## src/verilog/fsc_consts.vh

```
// Constants for the flash strobe control block: register offsets,
// field positions, reset values and timing figures.
// Assumes a 125 MHz mclk (8 ns period).
`ifndef FSC_CONSTS_VH
`define FSC_CONSTS_VH
// Clock period in ns
`define FSC_CLK_NS 8
// Register offsets
`define FSC_A_DEVCTL 8'h04
`define FSC_A_LAMPCTL 8'h11
`define FSC_A_CEIL 8'h12
`define FSC_A_FCUR 8'h13
`define FSC_A_DUTY 8'h14
`define FSC_A_STRETCH 8'h15
`define FSC_A_KEY 8'h20
`define FSC_A_NVM 8'h21
`define FSC_A_CNT_HI 8'h22
`define FSC_A_CNT_LO 8'h23
`define FSC_A_STATUS 8'h30
`define FSC_A_MASK 8'h31
// device_control fields
`define FSC_DC_STANDBY_REQUEST 0
`define FSC_DC_MST 2
`define FSC_DC_RESET_CMD 8'h40
// lamp_control fields
`define FSC_LC_FOCUS 3
`define FSC_LC_GATE 4
`define FSC_LC_DUTY_EN 5
// Status fields
`define FSC_ST_TOF 0
`define FSC_ST_EXT_LO 1
`define FSC_ST_EXT_HI 5
`define FSC_ST_DONE 6
// Reset values and counter limits
`define FSC_RST_BYTE 8'h00
`define FSC_RST_MASK 8'h00
`define FSC_CNT_MAX 16'hffff
`define FSC_CHG_MAX 8'hff
// Timing figures
`define FSC_STROBE_MIN_NS 200
`define FSC_TIMEOUT_US 2000
`define FSC_NVM_PROG_US 1000
`define FSC_ST_STEP_US 100
`define FSC_ST_STEPS 3'h4
`endif

```

## src/verilog/fsc_top.v

```verilog
// Flash strobe control: lamp source selection, duty modulation, flash counter,
// unlock-protected non-volatile byte, strobe filter/timeout/stretch, self test,
// fault latching with standby entry and an open-drain interrupt.
// Assumes register accesses arrive as single-cycle strobes already decoded
// from the serial interface, and that fault detectors deliver level inputs.
`timescale 1ns/100ps
`include "fsc_consts.vh"

// Overview of operation
// - Torch pin in torch mode: ceiling current, unmodulated
// - Focus enabled: focus current clamped to ceiling
// - Duty enable modulates focus current by duty
// - Strobe gate forces boost to fixed 5V
// - Count every second flash, saturating at maximum
// - Counter bytes ignore host writes
// - Non-volatile write needs unlock key first
// - Key cleared after programming; host waits
// - Defer write while hot; old value reads
// - Glitch filter drops pulses under minimum width
// - Strobe over 2ms: timeout fault, gate off
// - Stretch gate by programmed cycles; zero disables
// - Self test starts on start bit in active
// - Healthy self test leaves status 40h
// - Start bit clears when self test ends
// - Stop needs start cleared then standby cleared
// - Reset command; host waits 4ms afterwards
// - Fault stops boost, charger, sources; standby
// - No active or torch until faults read
// - Interrupt low on unmasked status; read clears
// - Charge monitor at FFh: timeout fault, charger off
module fsc_top #(
  parameter TIMEOUT_CYC = (`FSC_TIMEOUT_US * 1000) / `FSC_CLK_NS,
  parameter NVM_PROG_CYC = (`FSC_NVM_PROG_US * 1000) / `FSC_CLK_NS,
  parameter [7:0] UNLOCK_KEY = 8'h5a // Arbitrary value
) (
  // Clock and reset
  input wire mclk,
  input wire resetn,
  // Register access port
  input wire reg_wr,
  input wire reg_rd,
  input wire [7:0] reg_addr,
  input wire [7:0] reg_wdata,
  output reg [7:0] reg_rdata_q,
  // Pins and analog status
  input wire strobe_in,
  input wire torch_in,
  input wire die_hot,
  input wire charging,
  input wire charge_tick,
  input wire [4:0] fault_in,
  // Outputs to power stages
  output reg [7:0] lamp_cur_q,
  output reg lamp_on_q,
  output reg boost_en_q,
  output reg boost_5v_q,
  output reg charger_en_q,
  output reg switch_gate_drive_q,
  // Open-drain interrupt, enable low while pulling
  output reg int_out_q,
  output reg int_oe_n_q
);
  localparam [17:0] FILT_CYC = (`FSC_STROBE_MIN_NS + `FSC_CLK_NS - 1) / `FSC_CLK_NS;
  localparam [17:0] TO_CYC = TIMEOUT_CYC;
  localparam [17:0] PROG_CYC = NVM_PROG_CYC;
  localparam [17:0] STEP_CYC = (`FSC_ST_STEP_US * 1000) / `FSC_CLK_NS;
  localparam ST_IDLE = 2'h0;
  localparam ST_RUN = 2'h1;
  localparam ST_LAST = 2'h2;

  reg [7:0] devctl_q, lampctl_q, ceil_q, fcur_q, duty_q, stretch_q;
  reg [7:0] key_q, nvm_q, nvm_pend_q, status_q, mask_q, pwm_q, chg_q;
  reg [15:0] cnt_q;
  reg active_q, parity_q, prog_q, wpend_q, cpend_q, abort_q, filt_q, to_q;
  reg [17:0] filt_cnt_q, to_cnt_q, prog_cnt_q, st_cnt_q;
  reg [7:0] ext_q;
  reg [2:0] step_q;
  reg [1:0] st_q;

  wire wr_dc = reg_wr && (reg_addr == `FSC_A_DEVCTL);
  wire wr_lc = reg_wr && (reg_addr == `FSC_A_LAMPCTL);
  wire rd_st = reg_rd && (reg_addr == `FSC_A_STATUS);
  wire soft_rst = wr_dc && (reg_wdata == `FSC_DC_RESET_CMD);
  wire fault_any = (status_q[`FSC_ST_EXT_HI:`FSC_ST_TOF] != 6'h00);
  wire flash_end = filt_q && !strobe_in;
  wire to_hit = filt_q && !to_q && (to_cnt_q == TO_CYC - 18'h1);
  wire chg_hit = charging && charge_tick && (chg_q == `FSC_CHG_MAX - 8'h01);
  wire new_fault = to_hit || chg_hit || (fault_in != 5'h00);
  wire st_done = (st_q == ST_LAST) && (st_cnt_q == STEP_CYC);
  wire st_stop = abort_q && wr_dc && !reg_wdata[`FSC_DC_STANDBY_REQUEST];
  // Standby entry resets device and lamp control; the reset command all control registers
  wire go_standby_request = new_fault || (wr_dc && reg_wdata[`FSC_DC_STANDBY_REQUEST]) || soft_rst;
  // Status clears on a read, a standby request or the reset command
  wire st_clr = rd_st || (wr_dc && reg_wdata[`FSC_DC_STANDBY_REQUEST]) || soft_rst;

  // Control registers written by the host
  always @(posedge mclk or negedge resetn) begin
    if (!resetn) begin
      devctl_q <= `FSC_RST_BYTE;
      lampctl_q <= `FSC_RST_BYTE;
      ceil_q <= `FSC_RST_BYTE;
      fcur_q <= `FSC_RST_BYTE;
      duty_q <= `FSC_RST_BYTE;
      stretch_q <= `FSC_RST_BYTE;
      mask_q <= `FSC_RST_MASK;
    end else if (go_standby_request) begin
      devctl_q <= `FSC_RST_BYTE;
      lampctl_q <= `FSC_RST_BYTE;
      if (soft_rst) begin
        ceil_q <= `FSC_RST_BYTE;
        fcur_q <= `FSC_RST_BYTE;
        duty_q <= `FSC_RST_BYTE;
        stretch_q <= `FSC_RST_BYTE;
        mask_q <= `FSC_RST_MASK;
      end
    end else begin
      if (wr_dc) begin
        devctl_q <= reg_wdata;
      end else if (st_done || (st_stop && st_q == ST_IDLE)) begin
        devctl_q[`FSC_DC_MST] <= 1'b0;
      end
      if (wr_lc) begin
        lampctl_q <= reg_wdata;
      end
      if (reg_wr && reg_addr == `FSC_A_CEIL) begin
        ceil_q <= reg_wdata;
      end
      if (reg_wr && reg_addr == `FSC_A_FCUR) begin
        fcur_q <= reg_wdata;
      end
      if (reg_wr && reg_addr == `FSC_A_DUTY) begin
        duty_q <= reg_wdata;
      end
      if (reg_wr && reg_addr == `FSC_A_STRETCH) begin
        stretch_q <= reg_wdata;
      end
      if (reg_wr && reg_addr == `FSC_A_MASK) begin
        mask_q <= reg_wdata;
      end
    end
  end

  // Active mode, entered by lamp activity only when no fault is latched
  always @(posedge mclk or negedge resetn) begin
    if (!resetn) begin
      active_q <= 1'b0;
    end else if (go_standby_request) begin
      active_q <= 1'b0;
    end else if (wr_lc && (reg_wdata[`FSC_LC_FOCUS] || reg_wdata[`FSC_LC_GATE])) begin
      active_q <= !fault_any;
    end
  end

  // Status: set wins over the read-clear so no event is lost
  always @(posedge mclk or negedge resetn) begin
    if (!resetn) begin
      status_q <= `FSC_RST_BYTE;
    end else begin
      status_q <= st_clr ? `FSC_RST_BYTE : status_q;
      if (to_hit || chg_hit) begin
        status_q[`FSC_ST_TOF] <= 1'b1;
      end
      status_q[`FSC_ST_EXT_HI:`FSC_ST_EXT_LO] <= (st_clr ? 5'h00 :
        status_q[`FSC_ST_EXT_HI:`FSC_ST_EXT_LO]) | fault_in;
      if (st_done) begin
        status_q[`FSC_ST_DONE] <= 1'b1;
      end
    end
  end

  // Charge time monitor runs only while the capacitor charges
  always @(posedge mclk or negedge resetn) begin
    if (!resetn) begin
      chg_q <= `FSC_RST_BYTE;
    end else if (!charging) begin
      chg_q <= `FSC_RST_BYTE;
    end else if (charge_tick && chg_q != `FSC_CHG_MAX) begin
      chg_q <= chg_q + 8'h01;
    end
  end

  // Strobe glitch filter, timeout and stretch; output gate from one flop
  always @(posedge mclk or negedge resetn) begin
    if (!resetn) begin
      filt_cnt_q <= 18'h0;
      filt_q <= 1'b0;
      to_cnt_q <= 18'h0;
      to_q <= 1'b0;
      ext_q <= `FSC_RST_BYTE;
      switch_gate_drive_q <= 1'b0;
    end else begin
      if (!strobe_in) begin
        filt_cnt_q <= 18'h0;
        filt_q <= 1'b0;
      end else if (filt_cnt_q < FILT_CYC) begin
        filt_cnt_q <= filt_cnt_q + 18'h1;
      end else begin
        filt_q <= 1'b1;
      end
      to_cnt_q <= filt_q ? to_cnt_q + {17'h0, !to_q} : 18'h0;
      if (to_hit) begin
        to_q <= 1'b1;
      end else if (!filt_q) begin
        to_q <= 1'b0;
      end
      if (filt_q && strobe_in) begin
        ext_q <= stretch_q;
      end else if (ext_q != 8'h00) begin
        ext_q <= ext_q - 8'h01;
      end
      switch_gate_drive_q <= !to_hit && !to_q && !fault_any &&
        ((filt_q && strobe_in) || (ext_q != 8'h00));
    end
  end

  // Flash counter and unlock-protected non-volatile byte
  always @(posedge mclk or negedge resetn) begin
    if (!resetn) begin
      cnt_q <= 16'h0;
      parity_q <= 1'b0;
      key_q <= `FSC_RST_BYTE;
      nvm_q <= `FSC_RST_BYTE;
      nvm_pend_q <= `FSC_RST_BYTE;
      wpend_q <= 1'b0;
      cpend_q <= 1'b0;
      prog_q <= 1'b0;
      prog_cnt_q <= 18'h0;
    end else begin
      if (flash_end) begin
        parity_q <= !parity_q;
        if (parity_q && cnt_q != `FSC_CNT_MAX) begin
          cnt_q <= cnt_q + 16'h1;
          cpend_q <= 1'b1;
        end
      end
      if (reg_wr && reg_addr == `FSC_A_KEY && !prog_q) begin
        key_q <= reg_wdata;
      end
      if (reg_wr && reg_addr == `FSC_A_NVM && key_q == UNLOCK_KEY && !wpend_q) begin
        nvm_pend_q <= reg_wdata;
        wpend_q <= 1'b1;
      end
      if (!prog_q && !die_hot && (wpend_q || cpend_q)) begin
        prog_q <= 1'b1;
        prog_cnt_q <= 18'h0;
      end else if (prog_q && prog_cnt_q == PROG_CYC - 18'h1) begin
        prog_q <= 1'b0;
        cpend_q <= 1'b0;
        if (wpend_q) begin
          nvm_q <= nvm_pend_q;
          wpend_q <= 1'b0;
          key_q <= `FSC_RST_BYTE;
        end
      end else if (prog_q) begin
        prog_cnt_q <= prog_cnt_q + 18'h1;
      end
    end
  end

  // Self test sequencer; an abort finishes the step in progress
  always @(posedge mclk or negedge resetn) begin
    if (!resetn) begin
      st_q <= ST_IDLE;
      st_cnt_q <= 18'h0;
      step_q <= 3'h0;
      abort_q <= 1'b0;
    end else begin
      if (wr_dc && !reg_wdata[`FSC_DC_MST] && st_q != ST_IDLE) begin
        abort_q <= 1'b1;
      end else if (st_q == ST_IDLE) begin
        abort_q <= 1'b0;
      end
      case (st_q)
        ST_IDLE: begin
          if (devctl_q[`FSC_DC_MST] && active_q && !fault_any) begin
            st_q <= ST_RUN;
            st_cnt_q <= 18'h0;
            step_q <= 3'h0;
          end
        end
        ST_RUN: begin
          if (st_cnt_q == STEP_CYC) begin
            st_cnt_q <= 18'h0;
            step_q <= step_q + 3'h1;
            if (step_q == `FSC_ST_STEPS - 3'h2) begin
              st_q <= ST_LAST;
            end
          end else begin
            st_cnt_q <= st_cnt_q + 18'h1;
          end
          if (st_stop || fault_any) begin
            st_q <= ST_LAST;
          end
        end
        ST_LAST: begin
          st_cnt_q <= st_done ? 18'h0 : st_cnt_q + 18'h1;
          if (st_done) begin
            st_q <= ST_IDLE;
          end
        end
        default: begin
          st_q <= ST_IDLE;
        end
      endcase
    end
  end

  // Lamp source selection, duty modulation and power stage enables
  always @(posedge mclk or negedge resetn) begin
    if (!resetn) begin
      pwm_q <= `FSC_RST_BYTE;
      lamp_cur_q <= `FSC_RST_BYTE;
      lamp_on_q <= 1'b0;
      boost_en_q <= 1'b0;
      boost_5v_q <= 1'b0;
      charger_en_q <= 1'b0;
    end else begin
      pwm_q <= pwm_q + 8'h01;
      lamp_on_q <= 1'b0;
      lamp_cur_q <= `FSC_RST_BYTE;
      if (fault_any || new_fault) begin
        boost_en_q <= 1'b0;
        boost_5v_q <= 1'b0;
      end else if (lampctl_q[`FSC_LC_FOCUS] || lampctl_q[`FSC_LC_GATE]) begin
        lamp_cur_q <= (fcur_q > ceil_q) ? ceil_q : fcur_q;
        lamp_on_q <= (!lampctl_q[`FSC_LC_GATE] || strobe_in) &&
          (!lampctl_q[`FSC_LC_DUTY_EN] || (pwm_q < duty_q));
        boost_en_q <= 1'b1;
        boost_5v_q <= lampctl_q[`FSC_LC_GATE];
      end else if (torch_in && !active_q) begin
        lamp_cur_q <= ceil_q;
        lamp_on_q <= 1'b1;
        boost_en_q <= 1'b1;
        boost_5v_q <= 1'b0;
      end else begin
        boost_en_q <= 1'b0;
        boost_5v_q <= 1'b0;
      end
      charger_en_q <= charging && !fault_any && !new_fault;
    end
  end

  // Read data and open-drain interrupt
  always @(posedge mclk or negedge resetn) begin
    if (!resetn) begin
      reg_rdata_q <= `FSC_RST_BYTE;
      int_out_q <= 1'b0;
      int_oe_n_q <= 1'b1;
    end else begin
      int_out_q <= 1'b0;
      int_oe_n_q <= rd_st || ((status_q & ~mask_q) == 8'h00);
      if (reg_rd) begin
        case (reg_addr)
          `FSC_A_DEVCTL: reg_rdata_q <= devctl_q;
          `FSC_A_LAMPCTL: reg_rdata_q <= lampctl_q;
          `FSC_A_CEIL: reg_rdata_q <= ceil_q;
          `FSC_A_FCUR: reg_rdata_q <= fcur_q;
          `FSC_A_DUTY: reg_rdata_q <= duty_q;
          `FSC_A_STRETCH: reg_rdata_q <= stretch_q;
          `FSC_A_KEY: reg_rdata_q <= key_q;
          `FSC_A_NVM: reg_rdata_q <= nvm_q;
          `FSC_A_CNT_HI: reg_rdata_q <= cnt_q[15:8];
          `FSC_A_CNT_LO: reg_rdata_q <= cnt_q[7:0];
          `FSC_A_STATUS: reg_rdata_q <= status_q;
          `FSC_A_MASK: reg_rdata_q <= mask_q;
          default: reg_rdata_q <= `FSC_RST_BYTE;
        endcase
      end
    end
  end
endmodule // fsc_top

```

## config.mk

```make
export PLATFORM = sky130hd
export DESIGN_NAME = fsc_top
export DESIGN_NICKNAME = d
export VERILOG_FILES = /design/src/verilog/fsc_top.v
export VERILOG_INCLUDE_DIRS = /design/src /design/src/verilog
export SDC_FILE = /design/constraint.sdc
export NUM_CORES = 1
export LEC_CHECK = 0
export BUFFER_PORTS_ARGS = -buffer_cell sky130_fd_sc_hd__buf_2
export CAP_MARGIN = 40
export CORE_ASPECT_RATIO = 2
export CORE_MARGIN = 2
export CORE_UTILIZATION = 42
export CTS_CLUSTER_DIAMETER = 80
export CTS_CLUSTER_SIZE = 24
export DETAILED_ROUTE_END_ITERATION = 10
export PLACE_DENSITY = 0.57
export SLEW_MARGIN = 20
export SYNTH_ARGS = -nofsm -noshare
export SYNTH_HDL_FRONTEND = slang
export SYNTH_SLANG_ARGS = --single-unit
```

## constraint.sdc

```tcl
create_clock -name mclk -period 6.1 [get_ports mclk]
set_input_delay 0.915 -clock mclk [delete_from_list [all_inputs] [get_ports mclk]]
set_output_delay 0.915 -clock mclk [all_outputs]
set_load 0.02 [all_outputs]
```

# Word-level counts from Yosys, hierarchy flattened
# Index checks and enable logic that the tools add are counted.
dict set report op_classes {
  addsub 9
  order_cmp 3
  n_eq_ne 34
  muxes 79
  bitwise 4
  reduce_logical 106
}
# operator n
set ops {}
lappend ops {{8-bit 2-to-1 mux} 26}
lappend ops {{18-bit 2-to-1 mux} 9}
lappend ops {{8-bit one-hot mux with 12 select lines} 1}
lappend ops {{18-bit by 1-bit adder with 18-bit output (second input constant)} 3}
lappend ops {{18-bit one-hot mux with 3 select lines} 1}
lappend ops {{8-bit by 6-bit equality test with 1-bit output (second input constant)} 6}
lappend ops {{1-bit logical AND} 42}
lappend ops {{8-bit by 5-bit equality test with 1-bit output (second input constant)} 5}
lappend ops {{2-bit nonzero test} 16}
lappend ops {{1-bit 2-to-1 mux} 29}
lappend ops {{18-bit by 1-bit adder with 18-bit output} 1}
lappend ops {{18-bit by 14-bit equality test with 1-bit output (second input constant)} 1}
lappend ops {{18-bit by 17-bit equality test with 1-bit output (second input constant)} 1}
lappend ops {{18-bit equality test (second input constant)} 1}
lappend ops {{18-bit by 5-bit less-than comparator with 1-bit output (second input constant)} 1}
lappend ops {{16-bit by 1-bit adder with 16-bit output (second input constant)} 1}
lappend ops {{8-bit by 1-bit adder with 8-bit output (second input constant)} 2}
lappend ops {{8-bit by 7-bit equality test with 1-bit output (second input constant)} 2}
lappend ops {{1-bit logical OR} 16}
lappend ops {{16-bit inequality test (second input constant)} 1}
lappend ops {{2-bit AND reduction} 8}
lappend ops {{1-bit logical NOT} 14}
lappend ops {{2-bit 2-to-1 mux} 6}
lappend ops {{5-bit 2-to-1 mux} 2}
lappend ops {{29 further kinds} 40}
dict set report word_totals {
  regBits 234
  input_bits 30
  output_inout_bits 23
}

# Logic depth before layout (Yosys ltp)
# Gate-level depths: netlist (run 1).
dict set report logic_depth {
  ltp_word 9
  ltp_mapped 8
  ltp_nobuf 7
}

# Worst setup path before layout (run 1)
# No wires, ideal clock.
dict set report synth_path {
  path_kind {input to register}
  start {input reg_addr[1]}
  end {register mask_q[0]}
  setup_time_ps 80
  arrival_ps 2803
  required_time_ps 6020
  slack_ps 3217
  cell_stages 6
  path_cell_list {clkbuf_1 -> nor4b_1 -> and2_1 -> nand2_1 -> nor3_2 -> mux2i_1}
}
dict set report synth_via {
  elab_chain_len 7
  word_cells_on_any_way 12
  classes_between {eq/ne: 3; mux: 1; reduce/logical: 8}
}
# element line
set synth_lines {}
lappend synth_lines {{from (decl)} fsc_top.v:42} ;# input wire [7:0] reg_addr,
lappend synth_lines {{8-bit by 3-bit equality test with 1-bit output} --}
lappend synth_lines {{1-bit logical AND} fsc_top.v:80} ;# wire wr_dc = reg_wr && (reg_addr == `FSC_A_DEVCTL);
lappend synth_lines {{1-bit logical AND} fsc_top.v:92} ;# wire go_standby_request = new_fault || (wr_dc && reg_wdata[`FSC_DC_STANDBY_REQUEST]) || soft_rst;
lappend synth_lines {{1-bit logical OR (2 in series)} fsc_top.v:92}
lappend synth_lines {{2-bit inequality test (no line) or 2-bit nonzero test (tied branches)} --}
lappend synth_lines {{2-bit AND reduction (no line)} --}
lappend synth_lines {{to (signal assigned)} fsc_top.v:105} ;# mask_q <= `FSC_RST_MASK;
lappend synth_lines {{to (signal assigned)} fsc_top.v:114} ;# mask_q <= `FSC_RST_MASK;
lappend synth_lines {{to (signal assigned)} fsc_top.v:138} ;# mask_q <= reg_wdata;
lappend synth_lines {{to (decl)} fsc_top.v:72} ;# reg [7:0] key_q, nvm_q, nvm_pend_q, status_q, mask_q, pwm_q, chg_q;
# Parallel ways exist; a longest one is shown, timed or not.
# A chain may end at the register's enable or synchronous reset.

# Worst setup path in the final report (run 1)
dict set report layout_path {
  start {input reg_addr[0]}
  end {register mask_q[4]}
}
# The elaborated chain is that of the path after synthesis.

==> flow_metrics.env, run 1 <==
export IMPL_wl_per_cell_um=21.0
export IMPL_power_density_nw_per_um2=208
export IMPL_ant_nets=0
export IMPL_grt_usage=0.226
export IMPL_synth_area_top_cells="dfrtp_1 (48%), mux2i_1 (6.0%), ha_1 (3.3%)"
export IMPL_drive_gt1_frac=0.104
export IMPL_crit_path_end_kind="flip-flop"
export IMPL_initial_utilization=0.426
export IMPL_p_sw_mw=0.694
export IMPL_synth_avg_cell_area_um2=10.0
export IMPL_ir_worst_vdd_mv=0.203
export IMPL_numCtsBuffers=13
export IMPL_clockRootBuffer="clkbuf_16"
export IMPL_dieArea_um2=30600
export IMPL_cts_resized=0
export IMPL_boundaryPins=53
export IMPL_finalHoldViolCount=0
export IMPL_hold_class="input pin to asynchronous set/reset pin"
export IMPL_clkPwrFrac=0.336
export IMPL_min_period_ps=3080
export IMPL_synth_nets=1286
export IMPL_clkLatencyLatePin_ps=500
export IMPL_grt_overflow_total=0
export IMPL_synth_enable_flop_cells=0
export IMPL_p_leak_nw=5.93
export IMPL_ys_warn_count=0
export IMPL_p_sw_frac=0.252
export IMPL_area_growth_pct=8.38
export IMPL_crit_chain="buf_2 > buf_4 > nor4b_1 > clkbuf_2 > and2_1 > nand2_1 > nor3_2 > mux2i_1"
export IMPL_yosysMostFrequentCell="dfrtp_1"
export IMPL_synthDistinctLibCells=79
export IMPL_vias_per_cell=5.87
export IMPL_drt_iter0_drc=744
export IMPL_grt_max_degree=139
export IMPL_final_setup_tns_ps=0
export IMPL_slew_violations=0
export IMPL_synth_commonest_cells="dfrtp_1 (233), nand2_1 (104), nor2_1 (87), mux2i_1 (73), inv_1 (71)"
export IMPL_die_y_um=246
export IMPL_port_buffers=51
export IMPL_cts_path_max_buffers=3
export IMPL_share_comb_of_total_power=0.078
export IMPL_post_cts_buffers=0
export IMPL_fmax_mhz=325
export IMPL_timing_final_crit_share=0.504
export IMPL_synth_top_area_share=0.476
export IMPL_rsz0062_at_grt="no"
export IMPL_antenna_found_initial=5
export IMPL_synth_cell_area_um2=12300
export IMPL_wl_mm=34.2
export IMPL_drtPass1Iterations=5
export IMPL_tightestPinTransition_ps=892
export IMPL_final_nets=1324
export IMPL_setup_viol=0
export IMPL_synth_top_area_cell="dfrtp_1"
export IMPL_antennaDiodeCount=0
export IMPL_slowest_delay_ps=650
export IMPL_crit_path_top_delay_cell="nor3_2"
export IMPL_max_cap_violations=0
export IMPL_cts_tree="yes"
export IMPL_rows=88
export IMPL_final_core_util=0.462
export IMPL_crit_fanout=38
export IMPL_clock_sinks=234
export IMPL_status="complete, no violations"
export IMPL_crit_required_ps=6500
export IMPL_h_tree_depth=1
export IMPL_path_buf_inv=3
export IMPL_die_w_um=125
export IMPL_ys_seq_area_frac=0.478
export IMPL_cp_start_kind="input pin"
export IMPL_seqPwrFrac=0.585
export IMPL_clock_skew_ps=21.4
export IMPL_async_reset_ff_frac=1.00
export IMPL_grt_pass1_vias=9738
export IMPL_intPower_mw=2.06
export IMPL_cp_top_family="simple AND/OR/NAND/NOR gates"
export IMPL_slew_headroom=0.405
export IMPL_netlist_instances=1224
export IMPL_grt_pass1_wl_mm=54.9
export IMPL_cts_reportedPaths_clkPinSlew_ps=100
export IMPL_criticalPathCategory="input pin to flip-flop"
export IMPL_core_area_um2=28700
export IMPL_gp_congestion=0.938
export IMPL_cp_arrival_ps=3480
export IMPL_synth_seq_cells=234
export IMPL_drcViolationCount=0
export IMPL_cts_hold_buf=0
export IMPL_synthFlopType="dfrtp_1"
export IMPL_hpwl_mm=25.4
export IMPL_via_count=9548
[cells by family (layout without fill, tap and decap cells)]
kind of cell,count (synthesis),count (layout),synth area share
adder cells (fa/ha/maj),32,32,0.0327
flip-flops,234,234,0.478
AND/OR/NAND/NOR,469,469,0.204
buffers and inverters,118,160,0.0376
other,1,1,0.000306
XOR/XNOR,49,49,0.0350
multiplexers,101,101,0.0891
AO/OA/AOI/OAI,220,220,0.123
[worst reg2reg max path, cell delays in order (launching register included)]
cell,delay (ps)
dfrtp_1,550
or4b_1,480
or4_4,550
or4_1,780
nand4_2,390
mux2i_1,240
[cell type report]
type | count | area (um^2)
flip-flops and latches | 234 | 5860
clock buffers | 18 | 344
inverters | 72 | 270
repair buffers | 69 | 403
clock inverters | 1 | 7.51
well taps | 360 | 450
fillers | 2727 | 15500
multi-input cells | 872 | 5950
[path summary, 6_finish.rpt]
check | startpoint | to | slack (ps) | depth (start not counted)
max in group asynchronous | resetn | mask_q[1] | 4350 | 2
max | reg_addr[0] | mask_q[4] | 3020 | 8
min | resetn | prog_cnt_q[13] | 440 | 1
min in group mclk | prog_cnt_q[16] | prog_cnt_q[16] | 490 | 1
max reg2reg | filt_q | fcur_q[6] | 3040 | 5
min reg2reg | prog_cnt_q[16] | prog_cnt_q[16] | 490 | 1
[state kept, by name (all words and copies together), names as in the netlist, 8 cells and up]
name         count
nvm_q            8
devctl_q         8
fcur_q           8
lampctl_q        8
cnt_q           16
ext_q            8
ceil_q           8
duty_q           8
to_cnt_q        18
reg_rdata_q      8
nvm_pend_q       8
prog_cnt_q      18
chg_q            8
pwm_q            8
stretch_q        8
key_q            8
st_cnt_q        18
filt_cnt_q      18
lamp_cur_q       8
mask_q           8
[cell usage in the layout (no fill, tap or decap), drive strengths merged, types with 9 or more instances in the layout]
master	instances
mux2i	73
a22o	19
and2	34
and4	9
a21o	9
or3	9
o22ai	13
nand3	68
nor2b	12
xor2	19
inv	71
clkbuf	19
nor2	87
and3	18
a21oi	40
a31oi	14
ha	32
o21ai	39
buf	68
nor4	19
dfrtp	233
nand2	104
o211ai	10
nor3	22
nand4	36
nand2b	9
nor4b	10
mux2	24
xnor2	30
[metal layers]
metal	up-vias	routed length, um	global-route usage
li1	4480	-	-
met1	4755	13000	0.247
met2	222	18300	0.427
met3	81	1160	0.0263
met4	10	1750	0.109
met5	-	56	0
[power groups by stage]
stage | Clock [mW] | Sequential, mW | Combinational, mW
after floorplan | 0 | 1.64 | 0.130
after global placement | 0 | 1.64 | 0.212
after detailed placement | 0 | 1.64 | 0.220
after CTS | 0.959 | 1.61 | 0.219
after global routing | 1.01 | 1.62 | 0.242
final | 0.928 | 1.62 | 0.216
[metrics by stage]
stage / std cells / area, um^2 / total power [mW] / hold WS [ps] / worst slack (ps)
global placement: 1601 / 12900 / 1.85 / 470 / 2460
finish: 1626 / 13300 / 2.76 / 437 / 3020
detailed placement: 1606 / 12900 / 1.86 / 472 / 2370
floorplan: 1224 / 12300 / 1.77 / 448 / 3220
CTS: 1625 / 13300 / 2.79 / 475 / 2870
global route: 1626 / 13300 / 2.87 / 488 / 2820
Note: power is estimated with default switching activity, not from simulation.
==> run 2: changes to the inputs <==
- ABC_AREA: default -> 1
- PLACE_DENSITY: 0.57 -> 0.59
- clock period: 6.1 -> 2.6 ns (I/O delays scaled with it)
==> flow_metrics.env, run 2 <==
export IMPL_ys_warn_count=0
export IMPL_die_y_um=251
export IMPL_hold_path_startpoint="fault_in[2]"
export IMPL_rrSetupSlack_ps=440
export IMPL_slew_violations=0
export IMPL_clkLatencyLatePin_ps=500
export IMPL_grt_pass1_wl_mm=59.1
export IMPL_setup_viol=0
export IMPL_hold_class="input pin to flip-flop"
export IMPL_ant_nets=0
export IMPL_drcViolationCount=0
export IMPL_cts_reportedPaths_clkPinSlew_ps=100
export IMPL_cts_tree="yes"
export IMPL_dieArea_um2=32100
export IMPL_core_area_um2=30200
export IMPL_cp_start_kind="flip-flop"
export IMPL_initial_utilization=0.425
export IMPL_crit_fanout=9
export IMPL_grt_pass1_vias=11200
export IMPL_clock_skew_ps=18.0
export IMPL_netlist_instances=1648
export IMPL_vias_per_cell=5.32
export IMPL_tightestPinTransition_ps=730
export IMPL_synth_nets=1710
export IMPL_ys_seq_area_frac=0.456
export IMPL_final_setup_tns_ps=0
export IMPL_dpl_instance_area_um2=13700
export IMPL_rr_endpoint="prog_cnt_q[5]"
export IMPL_p_sw_frac=0.266
export IMPL_final_common_cell="nand2_1"
export IMPL_clkPwrFrac=0.331
export IMPL_post_cts_buffers=0
export IMPL_synth_top_area_share=0.454
export IMPL_rsz0062_at_grt="no"
export IMPL_synth_avg_cell_area_um2=7.79
export IMPL_layout_common_cells="nand2_1 (380), dfrtp_1 (233), nor2_1 (201), nand3_1 (187), inv_1 (183)"
export IMPL_async_reset_ff_frac=1.00
export IMPL_gp_congestion=0.941
export IMPL_drt_iter0_drc=706
export IMPL_final_nets=1775
export IMPL_r2r_cells=9
export IMPL_synthDistinctLibCells=48
export IMPL_crit_path_end_kind="flip-flop"
export IMPL_cp_common_cell="nand2_1"
export IMPL_design_area_um2=14100
export IMPL_hpwl_mm=28.4
export IMPL_crit_required_ps=3010
export IMPL_slowest_delay_ps=440
export IMPL_whs_path_depth=3
export IMPL_synth_area_top_cells="dfrtp_1 (45%), nand2_1 (11%), nand3_1 (7.3%)"
export IMPL_clock_sinks=234
export IMPL_grt_max_degree=76
export IMPL_hold_path_end="status_q[3]"
export IMPL_yosysMostFrequentCell="nand2_1"
export IMPL_criticalPathCategory="flip-flop to flip-flop"
export IMPL_port_buffers=51
export IMPL_crit_path_top_delay_cell="dfrtp_1"
export IMPL_via_count=11100
export IMPL_synthFlopType="dfrtp_1"
export IMPL_die_w_um=128
export IMPL_synth_cell_area_um2=12800
export IMPL_area_growth_pct=9.50
export IMPL_boundaryPins=53
export IMPL_share_comb_of_total_power=0.096
export IMPL_wl_per_cell_um=17.5
export IMPL_antennaDiodeCount=0
export IMPL_antenna_found_initial=0
export IMPL_p_sw_mw=1.81
export IMPL_synth_seq_cells=234
export IMPL_h_tree_depth=1
export IMPL_slew_headroom=0.511
export IMPL_rows=90
export IMPL_reg2reg_from="prog_cnt_q[0]"
export IMPL_synth_enable_flop_cells=0
export IMPL_status="complete, no violations"
export IMPL_crit_chain="ha_1 > nand2_1 > nor3_2 > nand3_1 > nand2_2 > nand2_4 > inv_1 > nand2_1 > o31ai_1"
export IMPL_finalHoldViolCount=0
export IMPL_numCtsBuffers=13
export IMPL_cp_arrival_ps=2570
export IMPL_clockRootBuffer="clkbuf_16"
export IMPL_grt_overflow_total=0
export IMPL_seqPwrFrac=0.573
export IMPL_min_period_ps=2160
export IMPL_p_leak_nw=6.88
export IMPL_ir_worst_vdd_mv=0.336
export IMPL_power_density_nw_per_um2=485
export IMPL_intPower_mw=5.01
export IMPL_whs_ps=97.6
export IMPL_drive_gt1_frac=0.100
export IMPL_grt_usage=0.234
export IMPL_synth_commonest_cells="nand2_1 (380), dfrtp_1 (233), nor2_1 (202), nand3_1 (187), inv_1 (183)"
export IMPL_cts_path_max_buffers=3
export IMPL_fmax_mhz=463
export IMPL_timing_final_crit_share=0.830
export IMPL_synth_top_area_cell="dfrtp_1"
export IMPL_wl_mm=36.6
export IMPL_drtPass1Iterations=5
export IMPL_max_cap_violations=0
-- run 2: what timing repair did --
item,4_1_cts,5_1_grt
hold buffers,1,0
endpoints found under the hold margin,69,0
resized for setup,0,0
-- run 2: worst max-delay path, delay by kind of cell, from the launching register on --
family	cells	cell delay [ps]
compound gates	1	70
fa+ha+maj	1	260
buf+inv	1	250
flops	1	440
simple gates	6	1050
-- run 2: how the worst max path moves through the flow --
stage / start / to / slack (ps) / cells after the start
3_3_place_gp: reg_wdata[5] / devctl_q[3] / 420 / 10
2_1_floorplan: to_q / to_cnt_q[10] / 820 / 12
4_1_cts: to_q / to_cnt_q[10] / 430 / 12
5_1_grt: to_q / to_cnt_q[10] / 190 / 12
3_5_place_dp: reg_wdata[5] / devctl_q[3] / 430 / 10
6_report: prog_cnt_q[0] / prog_cnt_q[5] / 440 / 9
-- run 2: cell type report --
class | count | area (um^2)
clock inverters | 1 | 30.0
repair buffers | 93 | 621
flip-flops and latches | 234 | 5860
clock buffers | 18 | 344
fillers | 3071 | 16100
multi-input cells | 1177 | 6010
inverters | 194 | 729
well taps | 368 | 460
-- run 2: metrics by stage --
| step | util | worst slack (ps) | power, mW | instances |
|---|---|---|---|---|
| after detailed placement | 0.453 | 434 | 4.63 | 2065 |
| final | 0.466 | 442 | 6.82 | 2085 |
| after floorplan | - | 819 | 4.34 | 1648 |
| after global placement | 0.453 | 424 | 4.62 | 2065 |
| after global routing | 0.466 | 191 | 7.16 | 2085 |
| after CTS | 0.466 | 432 | 6.91 | 2085 |
-- run 2: cells by family after synthesis --
group	after synthesis	synth area share
simple gates	921	0.326
buf+inv	237	0.0758
flops	234	0.456
compound gates	180	0.0806
xor+xnor	43	0.0293
fa+ha+maj	32	0.0312
other cells	1	0.000292
-- run 2: power by group through the flow --
| stage | logic, mW | registers [mW] | clock network (mW) |
|---|---|---|---|
| after floorplan | 0.400 | 3.94 | 0 |
| after global placement | 0.644 | 3.97 | 0 |
| after detailed placement | 0.654 | 3.97 | 0 |
| after CTS | 0.656 | 3.90 | 2.35 |
| after global routing | 0.750 | 3.93 | 2.48 |
| final | 0.653 | 3.91 | 2.26 |
-- run 2: routing by layer --
layer / wire length (um) / share of wire / global-route usage
met1: 13100 / 0.36 / 0.249
met5: 0 / 0 / 0
met2: 19800 / 0.54 / 0.439
met3: 1300 / 0.036 / 0.0240
met4: 2390 / 0.065 / 0.137
==> run 3: changes to the inputs <==
- PLACE_DENSITY: 0.59 -> 0.57
- clock period: 2.6 -> 2.2 ns (I/O delays scaled with it)
==> flow_metrics.env, run 3 (synthesis gave the netlist of run 2 again) <==
export IMPL_status="complete, no violations"
export IMPL_die_y_um=251
export IMPL_crit_required_ps=2570
export IMPL_cp_start_kind="flip-flop"
export IMPL_initial_utilization=0.425
export IMPL_p_leak_nw=6.98
export IMPL_max_cap_violations=0
export IMPL_min_period_ps=2020
export IMPL_rows=90
export IMPL_whs_path_depth=3
export IMPL_clock_skew_ps=18.4
export IMPL_area_growth_pct=11.0
export IMPL_slowest_delay_ps=370
export IMPL_hpwl_mm=29.1
export IMPL_cp_arrival_ps=2400
export IMPL_gp_congestion=0.975
export IMPL_setup_viol=0
export IMPL_clockRootBuffer="clkbuf_16"
export IMPL_power_density_nw_per_um2=565
export IMPL_fmax_mhz=494
export IMPL_die_w_um=128
export IMPL_numCtsBuffers=13
export IMPL_drcViolationCount=0
export IMPL_n_fill_cell=3034
export IMPL_final_setup_tns_ps=0
export IMPL_slew_headroom=0.636
export IMPL_crit_path_end_kind="flip-flop"
export IMPL_drt_iter0_drc=667
export IMPL_final_core_util=0.472
export IMPL_grt_overflow_total=0
export IMPL_crit_fanout=5
export IMPL_via_count=11300
export IMPL_crit_path_top_delay_cell="dfrtp_1"
export IMPL_finalHoldViolCount=0
export IMPL_tightestPinTransition_ps=538
export IMPL_seqPwrFrac=0.573
export IMPL_p_sw_frac=0.264
export IMPL_vias_per_cell=5.39
export IMPL_slew_violations=0
export IMPL_final_instance_count_excl_fill=2100
export IMPL_crit_chain="inv_1 > ha_1 > ha_1 > nand2_1 > nor2_1 > nand2_1 > nor2_2 > nand2_1 > nor2_1 > nand2_1 > xor2_1 > nor2_1"
export IMPL_cts_tree="yes"
export IMPL_final_common_cell="nand2_1"
export IMPL_cts_path_max_buffers=3
export IMPL_grt_usage=0.237
export IMPL_ir_worst_vdd_mv=0.451
export IMPL_criticalPathCategory="flip-flop to flip-flop"
export IMPL_dieArea_um2=32100
export IMPL_ant_nets=0
export IMPL_core_area_um2=30200
export IMPL_antenna_found_initial=1
export IMPL_drtPass1Iterations=5
export IMPL_grt_pass1_vias=11200
export IMPL_port_buffers=51
export IMPL_wl_per_cell_um=17.9
export IMPL_cp_common_cell="nand2_1"
export IMPL_timing_final_crit_share=0.920
export IMPL_boundaryPins=53
export IMPL_hold_class="input pin to flip-flop"
export IMPL_cts_reportedPaths_clkPinSlew_ps=100
export IMPL_dpl_cell_count=2080
export IMPL_grt_max_degree=60
export IMPL_clock_sinks=234
export IMPL_r2r_cells=12
export IMPL_wl_mm=37.7
export IMPL_clkLatencyLatePin_ps=490
export IMPL_clkPwrFrac=0.330
export IMPL_p_sw_mw=2.13
export IMPL_layout_common_cells="nand2_1 (380), dfrtp_1 (233), nor2_1 (200), nand3_1 (187), inv_1 (183)"
export IMPL_h_tree_depth=1
export IMPL_intPower_mw=5.93
export IMPL_whs_ps=75.3
export IMPL_share_comb_of_total_power=0.097
export IMPL_drive_gt1_frac=0.111
export IMPL_power_total_mw=8.05
export IMPL_final_nets=1793
export IMPL_grt_pass1_wl_mm=59.6
==> run 3: power groups by stage <==
stage	Combinational [mW]	Clock [mW]	Sequential (mW)
after CTS	0.784	2.77	4.61
after floorplan	0.473	0	4.65
after global routing	0.878	2.93	4.64
after detailed placement	0.781	0	4.69
final	0.782	2.66	4.61
after global placement	0.765	0	4.69
==> run 3: final timing paths <==
kind / from / endpoint / slack [ps]
min in group asynchronous: resetn / st_cnt_q[6] / 350
min reg2reg: filt_cnt_q[5] / filt_cnt_q[5] / 470
min: fault_in[2] / status_q[3] / 80
max: to_q / to_cnt_q[10] / 180
max in group asynchronous: resetn / key_q[0] / 1130
max reg2reg: to_q / to_cnt_q[10] / 180
==> run 3: layout make-up <==
type | instances | area, um^2 | share of cell area
repair buffers | 110 | 798 | 0.0560
diodes | 1 | 2.50 | 0.000176
well taps | 368 | 460 | 0.0323
inverters | 194 | 729 | 0.0512
multi-input cells | 1178 | 6030 | 0.423
flip-flops and latches | 234 | 5860 | 0.411
clock inverters | 1 | 30.0 | 0.00211
clock buffers | 14 | 339 | 0.0238
==> run 3: per-stage QoR <==
stage               setup slack (ps)  cell area, um^2
finish                           177            14200
global placement                54.7            13800
CTS                             97.8            14200
global route                   -2.10            14200
detailed placement             -5.64            13800
floorplan                        419            12800
==> run 3: critical path: cells and delay by family, from the launching register on <==
family / cells / cell delay, ps
and+or+nand+nor: 8 / 830
DFF: 1 / 370
adders and majority gates: 2 / 460
xor gates and xnor gates: 1 / 140
buffers and inverters: 1 / 110
==> run 3: routing by layer <==
metal / wire (um) / share of wire / global-route usage
met5: 0 / 0 / 0
met4: 2490 / 0.066 / 0.142
met3: 1170 / 0.031 / 0.0217
met2: 20400 / 0.54 / 0.445
met1: 13600 / 0.36 / 0.250
==> run 3: timing repair <==
item                                   4_1_cts  5_1_grt
buffers inserted                             0        2
endpoints found under the hold margin       54        0
setup endpoints to repair                    8       27
gates resized for setup                      0        4
gates cloned                                 1        0
hold buffers                                 1        0
pin swaps                                    1        1
